$ cat config.mk
export PLATFORM = sky130hd
export DESIGN_NAME = cec_ctrl
export DESIGN_NICKNAME = d
export VERILOG_FILES = /design/src/verilog/cec_pkg.sv /design/src/verilog/cec_ctrl.sv /design/src/verilog/cec_fifo.sv
export SDC_FILE = /design/constraint.sdc
export NUM_CORES = 1
export LEC_CHECK = 0
export BUFFER_PORTS_ARGS = -buffer_cell sky130_fd_sc_hd__buf_2
export CORE_MARGIN = 2
export CORE_UTILIZATION = 35
export DETAILED_ROUTE_END_ITERATION = 7
export PLACE_DENSITY = 0.55
export SLEW_MARGIN = 20
export SYNTH_ARGS = -nofsm -noshare
export SYNTH_HDL_FRONTEND = slang
export SYNTH_SLANG_ARGS = --single-unit
$ cat constraint.sdc
create_clock -name core_clk -period 7.5 [get_ports core_clk]
set_input_delay 0.75 -clock core_clk [delete_from_list [all_inputs] [get_ports core_clk]]
set_output_delay 0.75 -clock core_clk [all_outputs]
set_load 0.01 [all_outputs]
$ cat src/verilog/cec_pkg.sv
// Purpose: Shared constants for the single-wire control/status/data block.
// Assumes: One 32-bit word per register, word accesses only.
// Notes: The register offsets, field positions and masks are named here.
// How it works
// - Byte moved into receive register sets byte-done flag; interrupts when enabled.
// - Six event flags clear only on written zero; interrupt drops with them.
// - Receive error sets fault flag, cause kept in error status, interrupts.
// - Last byte of a message sets the receive end-of-message flag.
// - A received header byte sets the receive start-of-message flag.
// - Transmit request flag asks next byte, or reports message sent when ending.
// - Transmit error sets fault flag, cause kept in error status, interrupts.
// - Transmit end bit is software written; ignored while byte-done or receive fault flag set.
// - Transmit end bit selects whether the byte carries the end marker.
// - Hardware clears transmit start bit on bus grant or transmit error.
// - Transmit data register holds the next byte in its low eight bits.
// - Receive data register is read-only, holds the byte last moved up from the receive queue.
// - One interrupt enable bit gates all four interrupting events.
// - Clearing a fault flag clears that side's error status bits.
package cec_pkg;
  localparam int          ADDR_W       = 8;
  localparam int          DATA_W       = 32;
  localparam logic [7:0]  OFS_CONFIG   = 8'h00;
  localparam logic [7:0]  OFS_ERRSTAT  = 8'h0C;
  localparam logic [7:0]  OFS_CTRL     = 8'h10;
  localparam logic [7:0]  OFS_TXBYTE   = 8'h14;
  localparam logic [7:0]  OFS_RXBYTE   = 8'h18;
  // Configuration register fields.
  localparam int          CFG_ON       = 0;
  localparam int          CFG_IE       = 1;
  localparam int          CFG_TIMING   = 2;
  localparam int          CFG_PERIOD   = 3;
  // Control and flags register fields.
  localparam int          CSR_TX_MESSAGE_BEGIN     = 0;
  localparam int          CSR_TX_MESSAGE_END     = 1;
  localparam int          CSR_TX_FAULT_FLAG     = 2;
  localparam int          CSR_TBR      = 3;
  localparam int          CSR_RX_MESSAGE_BEGIN     = 4;
  localparam int          CSR_RX_MESSAGE_END     = 5;
  localparam int          CSR_RX_FAULT_FLAG     = 6;
  localparam int          CSR_RBD      = 7;
  localparam logic [7:0]  CSR_W0_MASK  = 8'hFC;
  // Error status field groups.
  localparam int          ESR_W        = 7;
  localparam logic [6:0]  ESR_TX_MASK  = 7'h70;
  localparam logic [6:0]  ESR_RX_MASK  = 7'h1F;
  localparam logic [31:0] RESET_WORD   = 32'h0000_0000;
  // Receive buffer word: {header, last, byte}.
  localparam int          RXW_W        = 10;
  localparam int          RXW_HDR      = 9;
  localparam int          RXW_LAST     = 8;
  localparam int          RX_DEPTH     = 16;
endpackage

$ cat src/verilog/cec_ctrl.sv
// Purpose: Register file, event flags and byte holding for the link engine.
// Assumes: Engine events are one-cycle pulses synchronous to core_clk.
// Notes: Received bytes queue in a FIFO until software takes the last one.
`timescale 1ns/10ps
module cec_ctrl #(
  parameter int RX_DEPTH = cec_pkg::RX_DEPTH
) (
  input  wire logic        core_clk,
  input  wire logic        rst,
  input  wire logic        reg_wr,
  input  wire logic        reg_rd,
  input  wire logic [7:0]  reg_addr,
  input  wire logic [31:0] reg_wdata,
  output logic [31:0]      reg_rdata,
  output logic             reg_rvalid,
  input  wire logic        rx_byte_valid,
  output logic             rx_byte_ready,
  input  wire logic [7:0]  rx_byte_data,
  input  wire logic        rx_byte_header,
  input  wire logic        rx_byte_last,
  input  wire logic        rx_error_event,
  input  wire logic        tx_error_event,
  input  wire logic [6:0]  err_cause,
  input  wire logic        tx_request_event,
  input  wire logic        tx_bus_granted,
  output logic [7:0]       tx_data,
  output logic             tx_eom,
  output logic             tx_start,
  output logic             peripheral_on,
  output logic             period_error_mode,
  output logic             timing_error_mode,
  output logic             irq
);
  typedef struct packed {
    logic        on;
    logic        irq_enable;
    logic        timing_mode;
    logic        period_mode;
    logic [7:0]  csr;
    logic [6:0]  esr;
    logic [7:0]  txd;
    logic [7:0]  rxd;
    logic [31:0] rdata;
    logic        rvalid;
  } cec_ctrl_s;

  cec_ctrl_s                      state;
  cec_ctrl_s                      next_state;
  logic                           wr_cfg;
  logic                           wr_csr;
  logic                           wr_txd;
  logic                           rx_out_valid;
  logic                           rx_pop;
  logic [cec_pkg::RXW_W-1:0]      rx_in_word;
  logic [cec_pkg::RXW_W-1:0]      rx_out_word;
  logic [31:0]                    read_word;
  logic                           tx_fault_flag_clear;
  logic                           rx_fault_flag_clear;

  // Received bytes wait here; the engine is stalled when it fills.
  assign rx_in_word = {rx_byte_header, rx_byte_last, rx_byte_data};
  cec_fifo #(
    .WIDTH (cec_pkg::RXW_W),
    .DEPTH (RX_DEPTH)
  ) u_rx_fifo (
    .core_clk  (core_clk),
    .rst       (rst),
    .in_valid  (rx_byte_valid),
    .in_ready  (rx_byte_ready),
    .in_data   (rx_in_word),
    .out_valid (rx_out_valid),
    .out_ready (rx_pop),
    .out_data  (rx_out_word)
  );

  // A queued byte moves up only once software has taken the previous one.
  assign rx_pop = rx_out_valid && !state.csr[cec_pkg::CSR_RBD];

  // Write decode of the documented offsets; other offsets are ignored.
  assign wr_cfg = reg_wr && (reg_addr == cec_pkg::OFS_CONFIG);
  assign wr_csr = reg_wr && (reg_addr == cec_pkg::OFS_CTRL);
  assign wr_txd = reg_wr && (reg_addr == cec_pkg::OFS_TXBYTE);

  // A zero written to a fault flag also wipes that side's causes.
  assign tx_fault_flag_clear = wr_csr && !reg_wdata[cec_pkg::CSR_TX_FAULT_FLAG];
  assign rx_fault_flag_clear = wr_csr && !reg_wdata[cec_pkg::CSR_RX_FAULT_FLAG];

  // Read multiplexer; unmapped offsets and reserved bits read as zero.
  always_comb begin
    read_word = cec_pkg::RESET_WORD;
    case (reg_addr)
      cec_pkg::OFS_CONFIG: begin
        read_word[cec_pkg::CFG_ON]     = state.on;
        read_word[cec_pkg::CFG_IE]     = state.irq_enable;
        read_word[cec_pkg::CFG_TIMING] = state.timing_mode;
        read_word[cec_pkg::CFG_PERIOD] = state.period_mode;
      end
      cec_pkg::OFS_ERRSTAT: begin
        read_word[6:0] = state.esr;
      end
      cec_pkg::OFS_CTRL: begin
        read_word[7:0] = state.csr;
      end
      cec_pkg::OFS_TXBYTE: begin
        read_word[7:0] = state.txd;
      end
      cec_pkg::OFS_RXBYTE: begin
        read_word[7:0] = state.rxd;
      end
      default: begin
        read_word = cec_pkg::RESET_WORD;
      end
    endcase
  end

  // Next-state logic: software writes first, hardware sets win afterwards.
  always_comb begin
    next_state = state;
    next_state.rvalid = reg_rd;
    if (reg_rd) begin
      next_state.rdata = read_word;
    end
    // Configuration bits; reserved upper bits are dropped.
    if (wr_cfg) begin
      next_state.on          = reg_wdata[cec_pkg::CFG_ON];
      next_state.irq_enable  = reg_wdata[cec_pkg::CFG_IE];
      next_state.timing_mode = reg_wdata[cec_pkg::CFG_TIMING];
      next_state.period_mode = reg_wdata[cec_pkg::CFG_PERIOD];
    end
    if (wr_csr) begin
      // Event flags: a zero clears, a one keeps.
      next_state.csr = state.csr
                     & (reg_wdata[7:0] | ~cec_pkg::CSR_W0_MASK);
      // End bit changes only while neither byte-done nor receive fault flag is pending.
      if (!state.csr[cec_pkg::CSR_RBD] && !state.csr[cec_pkg::CSR_RX_FAULT_FLAG]) begin
        next_state.csr[cec_pkg::CSR_TX_MESSAGE_END] = reg_wdata[cec_pkg::CSR_TX_MESSAGE_END];
      end
    end
    // Start bit drops on grant or transmit error.
    if (tx_bus_granted || tx_error_event) begin
      next_state.csr[cec_pkg::CSR_TX_MESSAGE_BEGIN] = 1'b0;
    end
    // Software may only set the start bit; a zero has no effect.
    if (wr_csr && reg_wdata[cec_pkg::CSR_TX_MESSAGE_BEGIN]) begin
      next_state.csr[cec_pkg::CSR_TX_MESSAGE_BEGIN] = 1'b1;
    end
    // Byte to send next sits in the low eight bits.
    if (wr_txd) begin
      next_state.txd = reg_wdata[7:0];
    end
    // Error causes of each side vanish with their fault flag.
    if (tx_fault_flag_clear) begin
      next_state.esr = next_state.esr & ~cec_pkg::ESR_TX_MASK;
    end
    if (rx_fault_flag_clear) begin
      next_state.esr = next_state.esr & ~cec_pkg::ESR_RX_MASK;
    end
    // Received byte enters the read-only register.
    if (rx_pop) begin
      next_state.rxd = rx_out_word[7:0];
      next_state.csr[cec_pkg::CSR_RBD] = 1'b1;
      if (rx_out_word[cec_pkg::RXW_HDR]) begin
        next_state.csr[cec_pkg::CSR_RX_MESSAGE_BEGIN] = 1'b1;
      end
      if (rx_out_word[cec_pkg::RXW_LAST]) begin
        next_state.csr[cec_pkg::CSR_RX_MESSAGE_END] = 1'b1;
      end
    end
    // Receive fault with its cause; set beats a same-cycle clear.
    if (rx_error_event) begin
      next_state.csr[cec_pkg::CSR_RX_FAULT_FLAG] = 1'b1;
      next_state.esr = next_state.esr | (err_cause & cec_pkg::ESR_RX_MASK);
    end
    // Transmit fault with its cause.
    if (tx_error_event) begin
      next_state.csr[cec_pkg::CSR_TX_FAULT_FLAG] = 1'b1;
      next_state.esr = next_state.esr | (err_cause & cec_pkg::ESR_TX_MASK);
    end
    // Byte request, or message done when the end bit is set.
    if (tx_request_event) begin
      next_state.csr[cec_pkg::CSR_TBR] = 1'b1;
    end
  end

  // Single register bank, cleared to zero by reset.
  always_ff @(posedge core_clk) begin
    if (rst) begin
      state <= '0;
    end else begin
      state <= next_state;
    end
  end

  // Outputs toward software and the line engine.
  assign reg_rdata         = state.rdata;
  assign reg_rvalid        = state.rvalid;
  assign tx_data           = state.txd;
  assign tx_eom            = state.csr[cec_pkg::CSR_TX_MESSAGE_END];
  assign tx_start          = state.csr[cec_pkg::CSR_TX_MESSAGE_BEGIN];
  assign peripheral_on     = state.on;
  assign period_error_mode = state.period_mode;
  assign timing_error_mode = state.timing_mode;

  // One enable gates the OR of the four interrupting flags.
  assign irq = state.irq_enable
             && (state.csr[cec_pkg::CSR_RBD] || state.csr[cec_pkg::CSR_RX_FAULT_FLAG]
              || state.csr[cec_pkg::CSR_TBR] || state.csr[cec_pkg::CSR_TX_FAULT_FLAG]);
endmodule

$ cat src/verilog/cec_fifo.sv
// Purpose: Flip-flop FIFO with valid/ready on both sides.
// Assumes: DEPTH is a power of two, at least two.
// Notes: Full and empty come from an occupancy count.
`timescale 1ns/10ps
module cec_fifo #(
  parameter int WIDTH = 8,
  parameter int DEPTH = 16
) (
  input  wire logic             core_clk,
  input  wire logic             rst,
  input  wire logic             in_valid,
  output logic                  in_ready,
  input  wire logic [WIDTH-1:0] in_data,
  output logic                  out_valid,
  input  wire logic             out_ready,
  output logic [WIDTH-1:0]      out_data
);
  localparam int PW = $clog2(DEPTH);
  typedef struct packed {
    logic [DEPTH-1:0][WIDTH-1:0] mem;
    logic [PW-1:0]               wptr;
    logic [PW-1:0]               rptr;
    logic [PW:0]                 count;
  } cec_fifo_s;
  cec_fifo_s state;
  cec_fifo_s next_state;
  logic      push;
  logic      pop;

  // Handshakes follow the occupancy directly.
  assign in_ready  = (state.count != (PW+1)'(DEPTH));
  assign out_valid = (state.count != '0);
  assign out_data  = state.mem[state.rptr];
  assign push      = in_valid && in_ready;
  assign pop       = out_valid && out_ready;

  // Pointer and count update; a push and pop together keep the count.
  always_comb begin
    next_state = state;
    if (push) begin
      next_state.mem[state.wptr] = in_data;
      next_state.wptr = state.wptr + 1'b1;
    end
    if (pop) begin
      next_state.rptr = state.rptr + 1'b1;
    end
    if (push && !pop) begin
      next_state.count = state.count + 1'b1;
    end else if (pop && !push) begin
      next_state.count = state.count - 1'b1;
    end
  end

  // Storage, pointers and count are all cleared to zero by reset.
  always_ff @(posedge core_clk) begin
    if (rst) begin
      state <= '0;
    end else begin
      state <= next_state;
    end
  end
endmodule

; ---- After elaboration in Yosys (flattened, before gate mapping)
; Cells that the tools add are included.
; W data, S select, Z words.
[word_totals]
out_inout_bits = 48
elab_cells = 107
regBits = 217
input_bits = 66
[op_classes]
reduce_logical = 32
magnitude_cmp = 3
eq_ne = 5
addsub = 4
n_bitwise = 3
mux = 25
[ops]
columns = op, count
row1 = $bwmux W160, 1
row2 = $bmux W10 S4, 1
row3 = $demux W10 S4, 1
row4 = $eq A8 B5 Y1 const B, 3
row5 = $mux W7, 3
row6 = $mux W10, 2
row7 = $pmux W4 S5, 1
row8 = $mux W5, 3
row9 = $logic_and A1 B1 Y1, 14
row10 = $pmux W3 S4, 1
row11 = $lt A4 B5 Y1 const B, 2
row12 = $reduce_bool A2 Y1, 5
row13 = $mux W1, 9
row14 = $add A4 B1 Y4 const B, 2
row15 = $and A8 B8 Y8, 1
row16 = $eq A8 B4 Y1 const B, 1
row17 = $logic_not A8 Y1, 1
row18 = $mux W8, 1
row19 = $or A7 B5 Y7, 1
row20 = $or A7 B7 Y7, 1
row21 = $logic_not A1 Y1, 6
row22 = $add A5 B1 Y5 const B, 1
row23 = $ne A5 B5 Y1 const B, 1
row24 = $reduce_bool A5 Y1, 1
row25 = 6 further kinds, 9

; ---- Logic depth before layout (Yosys ltp)
; Gate-level depths: netlist of run 1.
[logic_depth]
word_depth = 9
mapped_depth = 12
ltp_nobuf = 10

; ---- Modules after synthesis
; A second synthesis of run 1 with hierarchy kept.
[hier_totals]
cells_unflattened = 987
area_unflattened_um2 = 10242.3
[by_module_without_submodules]
columns = mod, seq_area_each_um2, n_inst, area_per_inst_um2, cells_each
row1 = cec_fifo, 3463.3, 1, 7992.7, 722
row2 = cec_ctrl, 880.8, 1, 2249.7, 265

; ---- Least setup slack after synthesis of run 1
; Ideal clock, no wire load.
[synth_path]
path_type = reg2reg
start = reg u_rx_fifo.state[0] in the netlist's numbering
end = reg u_rx_fifo.state[4] in the netlist's numbering
synth_period_minus_slack_ns = 3.016
setup_ns = 0.121
t_arrival_ns = 2.895
path_stages_with_launch = 12
setup_slack_ns = 4.484
required_time_ns = 7.379
n_path_buf = 1
path_cell_list = dfxtp_1 nor4_2 a21oi_1 inv_1 buf_2 ha_1 inv_1 fa_1 a21o_1 a21oi_1 mux2i_1 mux2_2
[synth_between]
elab_chain_len = 6
elab_cells_between_ends = 14
cone_classes = add/sub (2) / eq/ne (1) / mux (2) / reduce/logical (9)
[synth_rtl]
columns = element, line_no
row1 = "start, declared", cec_fifo.sv:25  ; cec_fifo_s state;
row2 = "start signal, assigned", cec_fifo.sv:59  ; state <= next_state;
row3 = "parallel branches: the longest is 6 deep, another holds $sub A5 B1 Y5", n/a
; Several ways; the timed one is not identified. The select of a mux whose other input is x is not followed.
; A chain may end at the register's enable or synchronous reset.

; ---- Final worst setup path of run 1
[layout_path]
start = reg u_rx_fifo.state[4] in the netlist's numbering
end = reg u_rx_fifo.state[4] in the netlist's numbering
; The elaborated chain is that of the path after synthesis.

==> flow_summary.toml, run 1 <==
[run_status]
status = "finished, final reports clean"

[placement]
gp_congestion = 0.781
numPortBuffers = 65
place_area_um2 = 10500
dp_hpwl_mm = 15.8

[sta]
drv_slew = 0
grt_setup_unrepaired = "false"
max_freq_mhz = 260
finalSetupViolCount = 0
hold_violations = 0
fin_crit_ns = 3.85
hold_ws_ns = 0.456
relSlewSlack_pct = 32.6
period_share_pct = 51.3
finClkSkew_ns = 0.0122
setup_tns_ns = 0
worstMarginPinSlew_ns = 1.01

[yosys]
syn-cell-area_um2 = 9970
synthCells = 1004
async_flop_share_pct = 0
synth_top_area_share_pct = 43.6
yosysMostFrequentCell = "mux2i_1"
synth_seq_cells = 217
ys_top_cells_by_count = "mux2i_1 (219), dfxtp_1 (217), nor2_1 (197)"
synth_ff_type = "dfxtp_1"
synth_edf_count = 0
yosys_warnings = 0
ys_seq_area_share_pct = 43.6
yosysTopAreaCell = "dfxtp_1"
synthDistinctLibCells = 46
synth_area_leaders = "dfxtp_1 (44%), mux2i_1 (22%), nor2_1 (7.4%)"
avgSynthCellArea_um2 = 9.93

[routing]
drt_pre_antenna_iters = 5
met2_length_mm = 10.6
num_vias = 7054
ant_nets = 0
drt-total-wl_mm = 24.8
drt_iter0_drc = 473
wl_met1_mm = 12.6
highest_layer = "met4"
routedWlPerCell_um = 17.7
met3WireLength_mm = 1.15
routed_via_density = 5.02
drc = 0

[floorplanning]
io_pins = 114
rows = 61
die_h_um = 173
die_x_um = 173
core-area_um2 = 27900
die_area_um2 = 29900
start_util_pct = 35.7

[grt]
grt_pass1_wl_mm = 39.6
grtUsageTotal_pct = 16.4
grt_start_max_net_pins = 108
antenna_found_initial = 0
grt_overflow_total = 0
grt_pass1_vias = 6850

[power_and_ir_drop]
ir_worst_vdd_v = 0.000186
power.density_nw_per_um2 = 264
totalPowerFinal_uw = 2950
power_leakage_uw = 0.00406

[clock_tree]
cts_root_buf = "clkbuf_16"
clockBufferDepth = 3
ctsHoldBuffers = 0
clk_latency_ns = 0.52
cts_tree = "yes"
post-cts-setup-buffer-count = 0
cts_max_level = 1
cts_sinks = 217
cts_resized = 0
numCtsBuffers = 23
clk_pin_slew_worst_paths_ns = 0.06

[final_layout]
nets = 1090
seq_area_um2 = 4350
stdcell_area_um2 = 11200
multiInputGateArea_um2 = 5110
drive_above_1_share_pct = 15.7
syn2layout_area_growth_pct = 12.0
diodes = 0
n_fill_cell = 2790

[worst_setup_path]
endpoint_kind = "flip-flop"
cp_data_arrival_time_ns = 4.25
critPathKind = "flip-flop to flip-flop"
cp-start-kind = "flip-flop"
cp.required_ns = 7.90
cp_max_fo = 17

[hold_path]
hp-class = "flip-flop to flip-flop"

[job]
drv_cap = 0
## critical path, stage by stage, from the launching register on
cell	delay, ns
dfxtp_1	0.91
clkinv_1	0.47
a21oi_1	0.23
buf_4	0.21
inv_1	0.27
ha_1	0.31
inv_1	0.15
ha_1	0.29
a21o_1	0.19
a21oi_1	0.16
mux2i_1	0.21
mux2_2	0.34
## worst paths after layout
path,start,to,slack (ns),cells after the start
setup reg to reg,u_rx_fifo.state[4],u_rx_fifo.state[4],3.65,11
hold reg to reg,reg_rdata[4],reg_rdata[4],0.46,2
setup / recovery,u_rx_fifo.state[4],u_rx_fifo.state[4],3.65,11
hold / removal,reg_rdata[4],reg_rdata[4],0.46,2
## stage by stage
| stage | std cells | setup slack [ns] | util [%] |
|---|---|---|---|
| floorplan | 1027 | 4.48 | - |
| global placement | 1367 | 3.66 | 37.4 |
| detailed placement | 1367 | 3.65 | 37.4 |
| CTS | 1405 | 3.64 | 40.0 |
| global route | 1405 | 3.32 | 40.0 |
| finish | 1405 | 3.65 | 40.0 |
## cell usage in the layout (no fill, tap or decap), types with 2 or more instances in the layout
cell,n
a22oi_1,15
nand2_1,17
nand3b_1,10
mux4_2,24
nor3_1,9
o211ai_1,2
nand3_1,11
xnor2_1,6
inv_1,10
a211oi_4,2
a22o_1,4
conb_1,24
buf_2,64
o2bb2ai_1,8
nor2_1,197
a21o_1,2
a211oi_2,10
dfxtp_1,216
o2111ai_1,4
o22ai_1,16
a211oi_1,7
o21ai_0,23
ha_1,9
nor4b_2,2
clkbuf_8,7
or4_1,4
xor2_1,3
clkbuf_1,6
buf_6,2
o31ai_1,2
mux2i_1,219
o221ai_1,2
nor2b_1,4
buf_4,19
clkbuf_16,23
a21oi_1,28
## where the power goes
group / total (uW) / switching (uW) / internal (uW)
clock: 1080 / 453 / 630
sequential: 1310 / 88.5 / 1220
combinational: 560 / 339 / 221
total: 2950 / 881 / 2070
## flip-flops by register name, summed over array words and instances, names as in the netlist
register and cells:
tx_data 8, period_error_mode 1, tx_start 1, state 22
timing_error_mode 1, u_rx_fifo.state 173, reg_rdata 8, peripheral_on 1
tx_eom 1, reg_rvalid 1
## kinds of logic (layout without fill, tap and decap cells)
family,after synthesis,after routing,share of synthesized area (%)
simple gates,263,263,11.6
mux,244,244,27.5
flops,217,217,43.6
buf+inv,134,134,6.89
compound gates,126,126,8.27
fa+ha+maj,10,10,1.33
xor+xnor,9,9,0.791
other cells,1,24,0.0376
## per-layer routing
metal  global-route usage (%)  vias up
met5                        0        -
met4                     3.88        0
met3                     2.68       33
met2                     25.1      173
met1                     24.3     3359
li1                         -     3489
## layout make-up
cell class	count	share of cell area (%)
clock buffers	36	6.22
repair buffers	85	4.35
well taps	378	4.23
flip-flops and latches	217	38.9
multi-input cells	676	45.8
clock inverters	2	0.123
inverters	11	0.370
No activity file was read; power rests on OpenSTA's default activity.
==> run 2: changes to the inputs <==
clock period = 3.6 ns   (was 7.5 ns; I/O delays follow)
==> run 2 against run 1 <==
Against the previous run:
- core utilization rose by 0.50 points
- sequential cell count did not move
- count of clock-buffer cells in the layout rose by 4
==> flow_summary.toml, run 2 (synthesized netlist as in run 1, its figures left out) <==
[run_status]
status = "finished, final reports clean"

[power_and_ir_drop]
power.density_nw_per_um2 = 563
power_leakage_uw = 0.00412
ir_worst_vdd_v = 0.000344

[worst_setup_path]
cp.required_ns = 3.99
cp_max_fo = 17
critPathKind = "flip-flop to flip-flop"
rrSetupSlack_ns = 0.58
cp-start-kind = "flip-flop"
cp_data_arrival_time_ns = 3.41
endpoint_kind = "flip-flop"

[clock_tree]
cts_tree = "yes"
ctsHoldBuffers = 0
cts_max_level = 1
clk_latency_ns = 0.51
clk_pin_slew_worst_paths_ns = 0.06
cts_resized = 0
numCtsBuffers = 24
cts_sinks = 217
post-cts-setup-buffer-count = 0
clockBufferDepth = 3
cts_root_buf = "clkbuf_16"

[grt]
grtUsageTotal_pct = 16.1
grt_overflow_total = 0
met3_usage_pct = 2.55
antenna_found_initial = 0
grt_util_met2_pct = 24.8
grt_pass1_vias = 6777
grt_pass1_wl_mm = 38.8
grt.busiest_layer = "met2"
use_met1_pct = 23.7
grt_start_max_net_pins = 143

[floorplanning]
die_area_um2 = 29900
start_util_pct = 35.7
die_x_um = 173
die_h_um = 173
io_pins = 114
core-area_um2 = 27900
rows = 61

[placement]
gp_congestion = 0.790
dp_hpwl_mm = 16.0
numPortBuffers = 65
place_ws_ns = 0.601

[job]
drv_cap = 0

[sta]
period_share_pct = 83.9
fin_ws_ns = 0.578
relSlewSlack_pct = 31.0
finClkSkew_ns = 0.0104
setup_tns_ns = 0
finalSetupViolCount = 0
hold_violations = 0
grt_setup_unrepaired = "false"
worstMarginPinSlew_ns = 1.03
fin_crit_ns = 3.02
drv_slew = 0
max_freq_mhz = 331

[final_layout]
nets = 1095
final_common_cell = "mux2i_1"
biggestRegsByFlops = "u_rx_fifo.state (173), state (22)"
syn2layout_area_growth_pct = 13.4
seq_area_um2 = 4350
largest_register_ffs = 173
diodes = 0
multiInputGateArea_um2 = 5110
drive_above_1_share_pct = 16.2
n_fill_cell = 2780
max_flop_register = "u_rx_fifo.state"
most-common-layout-cells = "mux2i_1 (219), dfxtp_1 (216), nor2_1 (197)"

[routing]
ant_nets = 0
routed_via_density = 5.00
drt-total-wl_mm = 24.8
drt_pre_antenna_iters = 5
routedWlPerCell_um = 17.5
num_vias = 7074
drc = 0
drt_iter0_drc = 435

[hold_path]
hp-class = "input pin to flip-flop"
[run 2: cell count changes in the layout (fill, tap and decap cells not counted)]
| cell | change |
|---|---|
| bufinv_16 | +1 |
| buf_12 | +2 |
| buf_6 | -1 |
| inv_6 | -1 |
| clkbuf_1 | +2 |
| clkbuf_16 | +2 |
| buf_4 | +3 |
| clkinv_4 | +1 |
[run 2: path summary, 6_finish.rpt]
| path | startpoint | end | cells past startpoint |
|---|---|---|---|
| setup / recovery | u_rx_fifo.state[0] | u_rx_fifo.state[4] | 10 |
| hold / removal | tx_bus_granted | tx_start | 4 |
| setup reg to reg | u_rx_fifo.state[0] | u_rx_fifo.state[4] | 10 |
| hold reg to reg | reg_rdata[6] | reg_rdata[6] | 2 |
[run 2: stage by stage]
step	hold slack, ns	instances	instance area, um^2	total power [uW]	util [%]
4_1_cts	0.0908	1414	11300	6410	40.5
3_3_place_gp	0.444	1371	10500	3950	37.6
5_1_grt	0.0922	1414	11300	6650	40.5
2_1_floorplan	0.426	1027	10100	3570	-
6_report	0.105	1414	11300	6360	40.5
3_5_place_dp	0.449	1371	10500	3960	37.6
[run 2: layout make-up]
type / count / area share (%)
Multi-Input combinational cell: 676 / 45.2
Sequential cell: 217 / 38.4
Clock buffer: 40 / 6.65
Timing Repair Buffer: 89 / 4.75
Tap cell: 378 / 4.18
Clock inverter: 3 / 0.387
Inverter: 11 / 0.365
[run 2: per-layer routing]
layer | share of wire [%] | vias up
li1 | - | 3501
met1 | 51 | 3369
met2 | 43 | 176
met3 | 4.9 | 28
met4 | 1.8 | 0
met5 | 0 | -
[run 2: where the power goes]
part	switching [uW]	total (uW)	internal [uW]	leakage, uW
clock	963	2450	1490	0.000390
combinational	733	1210	479	0.00198
sequential	167	2700	2540	0.00176
total	1860	6360	4500	0.00412
[run 2: critical path: stages (launching register included)]
cell	delay, ns
dfxtp_1	0.38
nor4_4	0.35
buf_4	0.34
a21oi_1	0.20
ha_1	0.23
inv_1	0.16
ha_1	0.30
a21o_1	0.19
a21oi_1	0.19
mux2i_1	0.23
mux2_2	0.34
